## src/inc/fede_params.svh

```systemverilog
`ifndef FEDE_PARAMS_SVH
`define FEDE_PARAMS_SVH

// register byte offsets
`define FEDE_OFS_CTRL 8'h00
`define FEDE_OFS_PERIOD 8'h04
`define FEDE_OFS_DUTY 8'h08
`define FEDE_OFS_CMPB 8'h0c
`define FEDE_OFS_STATUS 8'h10

// control fields
`define FEDE_CTRL_ENABLE 0
`define FEDE_CTRL_DOWN 1
`define FEDE_CTRL_EDGE_LO 2
`define FEDE_CTRL_SHADOW 4
`define FEDE_CTRL_LOAD_PRD 5
`define FEDE_CTRL_DIAG 6
`define FEDE_CTRL_HPE 7
`define FEDE_CTRL_RESET 8'h00
`define FEDE_PERIOD_RESET 16'hffff

// fine step byte inside the extension half-word
`define FEDE_FINE_LO 8

// cycles with fine positioning unavailable
`define FEDE_BLANK_NORMAL 3'h3
`define FEDE_BLANK_DIAG 3'h6

`define FEDE_RESP_OKAY 2'h0
`define FEDE_RESP_SLVERR 2'h2

`endif

```

## src/inc/fede_pkg.sv

```systemverilog
package fede_pkg;

    typedef enum logic [1:0] {
        FEDE_EDGE_OFF = 2'h0,
        FEDE_EDGE_RISE = 2'h1,
        FEDE_EDGE_FALL = 2'h2,
        FEDE_EDGE_BOTH = 2'h3
    } fede_edge_t;

    // coarse count in the high half, fine extension in the low half
    typedef struct packed {
        logic [15:0] coarse;
        logic [15:0] ext;
    } fede_cmp_t;

    typedef struct packed {
        logic pwm_a;
        logic pwm_b;
        logic [7:0] fine_step;
        logic fine_rise;
        logic fine_fall;
    } fede_pwm_out_t;

    typedef struct packed {
        logic awready;
        logic wready;
        logic aw_got;
        logic w_got;
        logic [7:0] waddr;
        logic [31:0] wdata;
        logic [3:0] wstrb;
        logic bvalid;
        logic [1:0] bresp;
        logic arready;
        logic rvalid;
        logic [31:0] rdata;
        logic [1:0] rresp;
        logic [7:0] ctrl;
        logic [15:0] period;
        fede_cmp_t duty_sh;
        fede_cmp_t duty_act;
        logic [15:0] cmpb_sh;
        logic [15:0] cmpb_act;
        logic [15:0] cnt;
        logic [2:0] age;
        fede_pwm_out_t out;
    } fede_state_t;

endpackage

```

## src/hdl/fede_top.sv

```systemverilog
// Function
// - duty edge sits at the coarse count, then delayed by the fine steps.
// - only the extension's upper byte counts, its low byte is ignored.
// - coarse count and extension share one word, loaded by one 32-bit write.
// - no diagnostics: fine positioning is off the first 3 cycles of a period.
// - diagnostics running: fine positioning is off the first 6 cycles.
// - coarse duty control keeps working in those cycles, down to 0% duty when counting up.
// - down count, rise mode, hires period off: blank moves to period end.
// - fine positioning applies to rising, falling or both edges by mode.
// - the fine extension is shadowed with the same load event as coarse.
// - the fine stage resolves one clock period into 256 steps.
// - only channel A gets the fine step, channel B stays coarse.
`timescale 1ns/1ps
`default_nettype none
`include "fede_params.svh"

module fede_top (
    input wire logic aclk,
    input wire logic aresetn,
    input wire logic awvalid,
    output logic awready,
    input wire logic [7:0] awaddr,
    input wire logic wvalid,
    output logic wready,
    input wire logic [31:0] wdata,
    input wire logic [3:0] wstrb,
    output logic bvalid,
    input wire logic bready,
    output logic [1:0] bresp,
    input wire logic arvalid,
    output logic arready,
    input wire logic [7:0] araddr,
    output logic rvalid,
    input wire logic rready,
    output logic [31:0] rdata,
    output logic [1:0] rresp,
    output fede_pkg::fede_pwm_out_t pwm_out
);

    fede_pkg::fede_state_t q;
    fede_pkg::fede_state_t d;

    function automatic logic [31:0] merge(input logic [31:0] old,
                                          input logic [31:0] nw,
                                          input logic [3:0] be);
        logic [31:0] r;
        r = old;
        for (int i = 0; i < 4; i++) begin
            if (be[i]) begin
                r[i*8 +: 8] = nw[i*8 +: 8];
            end
        end
        return r;
    endfunction

    function automatic logic mapped(input logic [7:0] a);
        return a == `FEDE_OFS_CTRL || a == `FEDE_OFS_PERIOD ||
               a == `FEDE_OFS_DUTY || a == `FEDE_OFS_CMPB ||
               a == `FEDE_OFS_STATUS;
    endfunction

    logic enable;
    logic down;
    fede_pkg::fede_edge_t edge_mode;
    logic at_zero;
    logic at_prd;
    logic period_start;
    logic load_now;
    logic [2:0] blank;
    logic fine_open;
    logic rise;
    logic fall;
    logic [7:0] fine_byte;
    logic [31:0] wv;

    always_comb begin
        d = q;
        enable = q.ctrl[`FEDE_CTRL_ENABLE];
        down = q.ctrl[`FEDE_CTRL_DOWN];
        edge_mode = fede_pkg::fede_edge_t'(q.ctrl[`FEDE_CTRL_EDGE_LO +: 2]);
        at_zero = q.cnt == 16'h0000;
        at_prd = q.cnt == q.period;
        wv = 32'h0000_0000;

        // ---- write channel: address and data taken in either order
        if (awvalid && q.awready) begin
            d.waddr = awaddr;
            d.aw_got = 1'b1;
            d.awready = 1'b0;
        end
        if (wvalid && q.wready) begin
            d.wdata = wdata;
            d.wstrb = wstrb;
            d.w_got = 1'b1;
            d.wready = 1'b0;
        end
        if (q.bvalid && bready) begin
            d.bvalid = 1'b0;
            d.awready = 1'b1;
            d.wready = 1'b1;
        end
        if (q.aw_got && q.w_got && !q.bvalid) begin
            d.aw_got = 1'b0;
            d.w_got = 1'b0;
            d.bvalid = 1'b1;
            d.bresp = mapped(q.waddr) ? `FEDE_RESP_OKAY : `FEDE_RESP_SLVERR;
            unique case (q.waddr)
                `FEDE_OFS_CTRL: begin
                    wv = merge({24'h000000, q.ctrl}, q.wdata, q.wstrb);
                    d.ctrl = wv[7:0];
                end
                `FEDE_OFS_PERIOD: begin
                    wv = merge({16'h0000, q.period}, q.wdata, q.wstrb);
                    d.period = wv[15:0];
                end
                `FEDE_OFS_DUTY: begin
                    d.duty_sh = merge(q.duty_sh, q.wdata, q.wstrb);
                end
                `FEDE_OFS_CMPB: begin
                    wv = merge({q.cmpb_sh, 16'h0000}, q.wdata, q.wstrb);
                    d.cmpb_sh = wv[31:16];
                end
                default: begin
                end
            endcase
        end

        // ---- read channel, one outstanding read
        if (q.rvalid && rready) begin
            d.rvalid = 1'b0;
            d.arready = 1'b1;
        end
        if (arvalid && q.arready) begin
            d.arready = 1'b0;
            d.rvalid = 1'b1;
            d.rresp = mapped(araddr) ? `FEDE_RESP_OKAY : `FEDE_RESP_SLVERR;
            unique case (araddr)
                `FEDE_OFS_CTRL: d.rdata = {24'h000000, q.ctrl};
                `FEDE_OFS_PERIOD: d.rdata = {16'h0000, q.period};
                `FEDE_OFS_DUTY: d.rdata = q.duty_sh;
                `FEDE_OFS_CMPB: d.rdata = {q.cmpb_sh, 16'h0000};
                `FEDE_OFS_STATUS: d.rdata = {11'h000, q.age, q.out.pwm_b,
                                             q.out.pwm_a, q.cnt};
                default: d.rdata = 32'h0000_0000;
            endcase
        end

        // ---- timebase
        period_start = 1'b0;
        if (!enable) begin
            d.cnt = 16'h0000;
        end else if (down) begin
            if (at_zero) begin
                d.cnt = q.period;
                period_start = 1'b1;
            end else begin
                d.cnt = q.cnt - 16'h0001;
            end
        end else begin
            if (q.cnt >= q.period) begin
                d.cnt = 16'h0000;
                period_start = 1'b1;
            end else begin
                d.cnt = q.cnt + 16'h0001;
            end
        end
        // parked counter is a period start, else first period is unblanked
        if (!enable || period_start) begin
            d.age = 3'h0;
        end else if (q.age != 3'h7) begin
            d.age = q.age + 3'h1;
        end

        // same load event for coarse and fine
        load_now = !q.ctrl[`FEDE_CTRL_SHADOW] ||
                   (q.ctrl[`FEDE_CTRL_LOAD_PRD] ? at_prd : at_zero);
        if (load_now) begin
            d.duty_act = q.duty_sh;
            d.cmpb_act = q.cmpb_sh;
        end

        // coarse compare, clear beats set on up count so 0% holds, set wins on down count
        if (!enable) begin
            d.out.pwm_a = 1'b0;
            d.out.pwm_b = 1'b0;
        end else if (down) begin
            if (q.cnt == q.duty_act.coarse) begin
                d.out.pwm_a = 1'b1;
            end else if (at_prd) begin
                d.out.pwm_a = 1'b0;
            end
            if (q.cnt == q.cmpb_act) begin
                d.out.pwm_b = 1'b1;
            end else if (at_prd) begin
                d.out.pwm_b = 1'b0;
            end
        end else begin
            if (q.cnt == q.duty_act.coarse) begin
                d.out.pwm_a = 1'b0;
            end else if (at_zero) begin
                d.out.pwm_a = 1'b1;
            end
            if (q.cnt == q.cmpb_act) begin
                d.out.pwm_b = 1'b0;
            end else if (at_zero) begin
                d.out.pwm_b = 1'b1;
            end
        end

        blank = q.ctrl[`FEDE_CTRL_DIAG] ? `FEDE_BLANK_DIAG
                                        : `FEDE_BLANK_NORMAL;
        // blank moves to the last counts before zero
        if (down && edge_mode == fede_pkg::FEDE_EDGE_RISE &&
            !q.ctrl[`FEDE_CTRL_HPE]) begin
            fine_open = q.cnt >= {13'h0000, blank};
        end else begin
            // fine stage waits out the period start
            fine_open = q.age >= blank;
        end

        // low byte never reaches the stepper
        fine_byte = q.duty_act.ext[`FEDE_FINE_LO +: 8];
        rise = !q.out.pwm_a && d.out.pwm_a;
        fall = q.out.pwm_a && !d.out.pwm_a;
        d.out.fine_rise = rise && fine_open &&
            (edge_mode == fede_pkg::FEDE_EDGE_RISE ||
             edge_mode == fede_pkg::FEDE_EDGE_BOTH);
        d.out.fine_fall = fall && fine_open &&
            (edge_mode == fede_pkg::FEDE_EDGE_FALL ||
             edge_mode == fede_pkg::FEDE_EDGE_BOTH);
        // step count goes with channel A edge only
        d.out.fine_step = (d.out.fine_rise || d.out.fine_fall)
                          ? fine_byte : 8'h00;
    end

    always_ff @(posedge aclk) begin
        if (!aresetn) begin
            q <= '0;
            q.awready <= 1'b1;
            q.wready <= 1'b1;
            q.arready <= 1'b1;
            q.ctrl <= `FEDE_CTRL_RESET;
            q.period <= `FEDE_PERIOD_RESET;
        end else begin
            q <= d;
        end
    end

    assign awready = q.awready;
    assign wready = q.wready;
    assign bvalid = q.bvalid;
    assign bresp = q.bresp;
    assign arready = q.arready;
    assign rvalid = q.rvalid;
    assign rdata = q.rdata;
    assign rresp = q.rresp;
    assign pwm_out = q.out;

endmodule

`default_nettype wire

```

## config.mk

```make
export PLATFORM = sky130hd
export DESIGN_NAME = fede_top
export DESIGN_NICKNAME = d
export VERILOG_FILES = /design/src/inc/fede_pkg.sv /design/src/hdl/fede_top.sv
export VERILOG_INCLUDE_DIRS = /design/src /design/src/inc
export SDC_FILE = /design/constraint.sdc
export NUM_CORES = 1
export LEC_CHECK = 0
export ABC_AREA = 1
export BUFFER_PORTS_ARGS = -buffer_cell sky130_fd_sc_hd__buf_2
export CORE_MARGIN = 1.5
export CORE_UTILIZATION = 55
export CTS_CLUSTER_SIZE = 8
export DETAILED_ROUTE_END_ITERATION = 8
export PLACE_DENSITY_LB_ADDON = 0.15
export RECOVER_POWER = 25
export SETUP_SLACK_MARGIN = 0.4
export SKIP_CTS_REPAIR_TIMING = 1
export SYNTH_ARGS = -nofsm -noshare
export SYNTH_HDL_FRONTEND = slang
export SYNTH_SLANG_ARGS = --single-unit
```

## constraint.sdc

```tcl
create_clock -name aclk -period 5.1 [get_ports aclk]
set_input_delay 0.765 -clock aclk [delete_from_list [all_inputs] [get_ports aclk]]
set_output_delay 0.765 -clock aclk [all_outputs]
set_load 0.005 [all_outputs]
```

==> impl_metrics.ini, run 1 <==
[route]
detail_route.first_pass.iterations = 6
final_wirelength_um = 29710
num_vias = 9528
final_antenna_net_count = 0
detail_route.wl_per_cell_um = 17.12
total_drc_errors_in_the_routed_layout = 0
drt_iter0_markers = 983
drt-vias-per-instance = 5.492

[power_and_ir_drop]
power.clock.fraction_pct = 49.4
leakage_uw = 0.004848
sequential_share_of_power_pct = 46.2
ir_drop_uv = 281.1
sw_frac_of_total_pct = 22.15
power_density_over_the_cells_nw_per_um2 = 343.2
share_comb_of_total_power_pct = 4.4
power.internal_uw = 3135
netSwitchingPower_uw = 892.2

[synthesis]
synthesis.instances = 1437
syn-mean-instance-area_um2 = 7.392
netlist_top_cells_area = sky130_fd_sc_hd__dfxtp_1, sky130_fd_sc_hd__nand2_1, sky130_fd_sc_hd__nor2_1
synth_common_cells = sky130_fd_sc_hd__nand2_1, sky130_fd_sc_hd__dfxtp_1, sky130_fd_sc_hd__nor2_1
yosysTopAreaCellShare_pct = 42.97
ys_seq_area_share_pct = 42.97
postSynthRegisterBits = 228
post_synth_instance_area_um2 = 10620
postSynth.topFlopCell = sky130_fd_sc_hd__dfxtp_1
yosysUniqueCellTypes = 39
synth_warnings = 0
synth_largest_area_cell = sky130_fd_sc_hd__dfxtp_1
synth.most_common_cell = sky130_fd_sc_hd__nand2_1
synth-edff-count = 0
synthArstFlopShare_pct = 0

[critical_path]
critical_path_class = input pin to flip-flop
crit_arrival_ns = 3.31
worst_ep_required_time_ns = 5.48
worst_setup_start_kind = input pin
worstPathMaxFanout = 86
setup.worst_path.end_class = flip-flop

[cts]
clk_latency_ns = 0.50
numCtsBuffers = 34
clk_pin_slew_worst_paths_ns = 0.05
htree_depth = 2
cts_sinks = 228
cts_tree = done
cts_max_path_bufs = 3
clock-root-buffer = sky130_fd_sc_hd__clkbuf_16

[sta]
grt_setup_unrepaired = no
totalNegativeSetupSlack_ns = 0
fmaxAchievable_mhz = 341.7
timing.final.hold_violations = 0
min_period_over_period_pct = 57.39
hold-worst-slack_ns = 0.4288
min_period_ns = 2.927
maxSlewViolCount = 85
finClkSkew_ns = 0.01435
headroom_to_the_max_slew_limit_pct = -51.68
timing_worst_slew_pin_value_ns = 2.275
final-setup-viol-count = 0

[die]
placementRows = 50
die_y_um = 142.0
die_area_um2 = 20160
core_area_um2 = 18830
top_level_ports = 112
fp.dieW_um = 142.0
starting_density_pct = 56.41

[status]
failing_checks = max-capacitance violations, max-slew violations
run_status = finished with violations

[global_routing]
vias_in_the_first_global_route = 8653
grt_max_degree = 87
grt_antenna_before_repair = 0
grt_usage_pct = 30.09
grt_pass1_wl_um = 47080
global_route.overflow_total = 0

[finish]
drive_above_1_share_pct = 11.73
final_nets = 1558
syn2layout_area_growth_pct = 10.48
fillerInstances = 1750
antenna-diode-count = 0

[flow_run]
max_cap_violations = 2

[placement]
place_hpwl_um = 21200
gpl.final_weighted_congestion = 0.9449
port_buffers = 109

[worst_hold_path]
min_path_type = flip-flop to flip-flop
==> power groups by stage <==
stage	logic [µW]	registers, µW	clock network, µW
2_1_floorplan	122	1880	0
3_3_place_gp	175	1890	0
3_5_place_dp	179	1890	0
4_1_cts	179	1860	2010
5_1_grt	205	1860	2090
6_report	178	1860	1990
==> area by class of cell <==
class / instances / area, µm² / area share, %
Clock inverter: 2 / 38.79 / 0.3305
Clock buffer: 35 / 875.8 / 7.463
Multi-Input combinational cell: 949 / 4826 / 41.12
Timing Repair Buffer: 118 / 569.3 / 4.851
Sequential cell: 228 / 4564 / 38.89
Inverter: 143 / 536.8 / 4.574
Tap cell: 260 / 325.3 / 2.772
==> placed cells by master (no fill, tap or decap), drive strengths merged <==
| cell type | instances |
|---|---|
| a31oi | 2 |
| buf | 88 |
| xor2 | 21 |
| nand2 | 240 |
| xnor2 | 16 |
| nor4 | 2 |
| conb | 2 |
| or2 | 5 |
| o22ai | 25 |
| a21oi | 157 |
| nor2 | 192 |
| nand3b | 2 |
| bufinv | 1 |
| o21ai | 172 |
| o211ai | 17 |
| a22oi | 7 |
| ha | 25 |
| clkinv | 3 |
| dfxtp | 228 |
| and3b | 1 |
| nor3 | 6 |
| clkbuf | 65 |
| o221ai | 1 |
| nand4 | 18 |
| nand3 | 35 |
| inv | 141 |
| o21a | 3 |
==> cells by family (layout without fill, tap and decap cells) <==
logic type | count (synthesis) | in the layout | share of synthesized area [%]
adder cells (fa/ha/maj) | 25 | 25 | 2.945
buffers and inverters | 261 | 298 | 11.64
AND/OR/NAND/NOR | 501 | 501 | 19.45
other | 1 | 2 | 0.03530
flip-flops | 228 | 228 | 42.97
XOR/XNOR | 37 | 37 | 3.051
AO/OA/AOI/OAI | 384 | 384 | 19.92
==> worst max-delay path, cell delays in order <==
cell                       delay (ns)
sky130_fd_sc_hd__buf_4           0.34
sky130_fd_sc_hd__clkinv_1        0.10
sky130_fd_sc_hd__clkbuf_1        1.62
sky130_fd_sc_hd__a21oi_1         0.24
sky130_fd_sc_hd__o21a_1          0.22
==> flip-flops by register name, indices dropped and copies added, names as in the netlist <==
name	cells
arready	1
enable	1
bvalid	1
q	165
rvalid	1
rdata	32
wready	1
bresp	1
awready	1
rresp	1
down	1
pwm_out	12
edge_mode	2
fine_byte	8
==> path summary, 6_finish.rpt <==
path	from	cells after the start	slack [ns]	endpoint
worst max-delay path	aresetn	5	2.17	bvalid
worst min-delay path	fine_byte[3]	2	0.43	pwm_out[5]
worst max register to register	q[15]	11	2.32	fine_byte[4]
worst min register to register	fine_byte[3]	2	0.43	pwm_out[5]
==> routing by layer <==
layer	wire (µm)	vias to the layer above	global-route usage [%]
li1	-	4713	-
met1	13560	4346	42.16
met4	753	0	10.26
met2	12740	406	45.67
met3	2660	63	6.864
met5	0	-	0
==> per-stage QoR <==
| step | utilization (%) | worst slack, ns | cells | power (µW) | area (µm²) |
|---|---|---|---|---|---|
| after floorplan | - | 3.160 | 1438 | 1998 | 10630 |
| after global placement | 57.71 | 2.465 | 1698 | 2066 | 10870 |
| after detailed placement | 57.71 | 2.437 | 1698 | 2071 | 10870 |
| after CTS | 62.57 | 2.459 | 1735 | 4051 | 11780 |
| after global routing | 62.33 | 1.801 | 1735 | 4161 | 11740 |
| final | 62.33 | 2.173 | 1735 | 4027 | 11740 |
(Power assumes the default switching activity.)
==> run 2: changes to the inputs <==
==> constraint.sdc (replaced) <==
create_clock -name aclk -period 2.7 [get_ports aclk]
set_input_delay 0.405 -clock aclk [delete_from_list [all_inputs] [get_ports aclk]]
set_output_delay 0.405 -clock aclk [all_outputs]
set_load 0.005 [all_outputs]
==> run 2 against run 1 <==
Compared with the run above: the run still ends with max-capacitance violations, max-slew violations left; register-to-register slack got worse by 1.8 ns; cell area rose by 3.0%; power up 89%; non-clock buffer count grew 27; critical path depth up 5; global-route usage decreased by 0.20 points; clock power is 90% higher; via count rose by 1.9%; combinational power up 89%; first-iteration DRC count increased by 11%; die area stayed put; critical path type is now flip-flop to flip-flop; critical endpoint is now q[19]; highest routed layer unchanged.
==> impl_metrics.ini, run 2 (synthesized netlist as in run 1, its figures left out) <==
[placement]
gpl.final_weighted_congestion = 0.9657
dp_cells = 1714
port_buffers = 109
place_hpwl_um = 21860

[die]
core_area_um2 = 18830
die_area_um2 = 20160
top_level_ports = 112
starting_density_pct = 56.41
placementRows = 50
fp.dieW_um = 142.0
die_y_um = 142.0

[worst_hold_path]
min_path_type = input pin to flip-flop

[sta]
headroom_to_the_max_slew_limit_pct = -29.73
final-setup-viol-count = 0
min_period_over_period_pct = 80.95
totalNegativeSetupSlack_ns = 0
maxSlewViolCount = 96
grt_setup_unrepaired = no
finClkSkew_ns = 0.01448
timing.final.hold_violations = 0
fmaxAchievable_mhz = 457.5
min_period_ns = 2.186
timing_worst_slew_pin_value_ns = 1.946

[power_and_ir_drop]
leakage_uw = 0.005055
ir_drop_uv = 451.4
power_density_over_the_cells_nw_per_um2 = 630.0
power.clock.fraction_pct = 49.6
sw_frac_of_total_pct = 22.70
share_comb_of_total_power_pct = 4.4
sequential_share_of_power_pct = 46.0
power.internal_uw = 5888
netSwitchingPower_uw = 1729

[cts]
cts_sinks = 228
cts_max_path_bufs = 3
htree_depth = 2
clock-root-buffer = sky130_fd_sc_hd__clkbuf_16
numCtsBuffers = 34
clk_latency_ns = 0.51
cts_tree = done
clk_pin_slew_worst_paths_ns = 0.05

[critical_path]
worstPathMaxFanout = 9
worst_setup_start_kind = flip-flop
critical_path_class = flip-flop to flip-flop
worst_ep_required_time_ns = 3.09
setup.worst_path.end_class = flip-flop
crit_arrival_ns = 2.58

[finish]
antenna-diode-count = 0
area_of_the_multi_input_gates_um2 = 4856
regMostFlops = q
final_nets = 1587
regArea_um2 = 4569
fillerInstances = 1728
syn2layout_area_growth_pct = 13.82
largest_reg_flops = 165
final-instance-count-excl-fill = 1767
commonest_non_fill_non_tap_cell_in_the_layout = sky130_fd_sc_hd__nand2_1
mostFrequentLayoutCells = sky130_fd_sc_hd__nand2_1, sky130_fd_sc_hd__dfxtp_1, sky130_fd_sc_hd__nor2_1, sky130_fd_sc_hd__a21oi_1, sky130_fd_sc_hd__inv_1
drive_above_1_share_pct = 14.40

[route]
total_drc_errors_in_the_routed_layout = 0
final_wirelength_um = 30450
drt-vias-per-instance = 5.496
num_vias = 9711
detail_route.first_pass.iterations = 6
detail_route.wl_per_cell_um = 17.23
drt_iter0_markers = 1090
final_antenna_net_count = 0

[global_routing]
global_route.overflow_total = 0
grt_usage_pct = 29.89
grt_pass1_wl_um = 46720
vias_in_the_first_global_route = 8631
grt_antenna_before_repair = 0
grt_max_degree = 61

[status]
run_status = finished with violations
failing_checks = max-capacitance violations, max-slew violations

[flow_run]
max_cap_violations = 2
-- run 2: cell count changes in the layout (fill, tap and decap cells not counted), moves of 2 or more --
cell / before / now
sky130_fd_sc_hd__buf_4: 7 / 27
sky130_fd_sc_hd__buf_2: 80 / 88
sky130_fd_sc_hd__clkbuf_1: 30 / 25
sky130_fd_sc_hd__buf_12: 0 / 3
sky130_fd_sc_hd__clkbuf_16: 35 / 38
sky130_fd_sc_hd__clkinvlp_4: 0 / 2
sky130_fd_sc_hd__dfxtp_1: 228 / 226
sky130_fd_sc_hd__o211ai_2: 0 / 2
-- run 2: per-layer routing --
metal / track usage [%] / part of all wire, %
met5: 0 / 0
met4: 13.19 / 4.0
met3: 4.509 / 8.5
met2: 45.19 / 43
met1: 42.36 / 44
-- run 2: layout make-up --
type                       count  share of cell area (%)
multi-input combinational    951                   40.16
inverter                     143                   4.502
tap                          260                   2.691
timing repair buffer         145                   7.192
clock buffer                  38                   7.420
clock inverter                 2                  0.2380
sequential                   228                   37.79
-- run 2: power by group through the flow --
stage / combinational (µW) / sequential (µW) / clock (µW)
2_1_floorplan: 231 / 3540 / 0
3_5_place_dp: 338 / 3570 / 0
4_1_cts: 339 / 3500 / 3830
3_3_place_gp: 331 / 3560 / 0
5_1_grt: 391 / 3510 / 3980
6_report: 336 / 3500 / 3780
-- run 2: critical path: stages, from the launching register on --
cell and delay, ns:
sky130_fd_sc_hd__dfxtp_4 0.38, sky130_fd_sc_hd__clkinvlp_4 0.11, sky130_fd_sc_hd__buf_4 0.13, sky130_fd_sc_hd__ha_1 0.16
sky130_fd_sc_hd__nand2_2 0.06, sky130_fd_sc_hd__nor2_2 0.11, sky130_fd_sc_hd__nand3_2 0.21, sky130_fd_sc_hd__nand2_2 0.27
sky130_fd_sc_hd__clkinvlp_4 0.27, sky130_fd_sc_hd__a22oi_1 0.26, sky130_fd_sc_hd__a21oi_1 0.09
-- run 2: path summary, 6_finish.rpt --
kind / slack, ns / cells after the start / start / end
max: 0.51 / 10 / q[15] / q[19]
min: 0.15 / 3 / wdata[27] / q[221]
max reg2reg: 0.51 / 10 / q[15] / q[19]
min reg2reg: 0.43 / 2 / fine_byte[3] / pwm_out[5]
-- run 2: metrics by stage --
step	setup WS (ns)	area (µm²)	utilization [%]	hold WS, ns	total power (µW)
5_1_grt	0.2052	12090	64.21	0.1657	7872
2_1_floorplan	0.8990	10630	-	0.4054	3774
3_3_place_gp	0.3340	11030	58.55	0.4183	3895
4_1_cts	0.1938	11950	63.47	0.1405	7665
6_report	0.5144	12090	64.21	0.1481	7617
3_5_place_dp	0.2657	11030	58.55	0.4194	3904
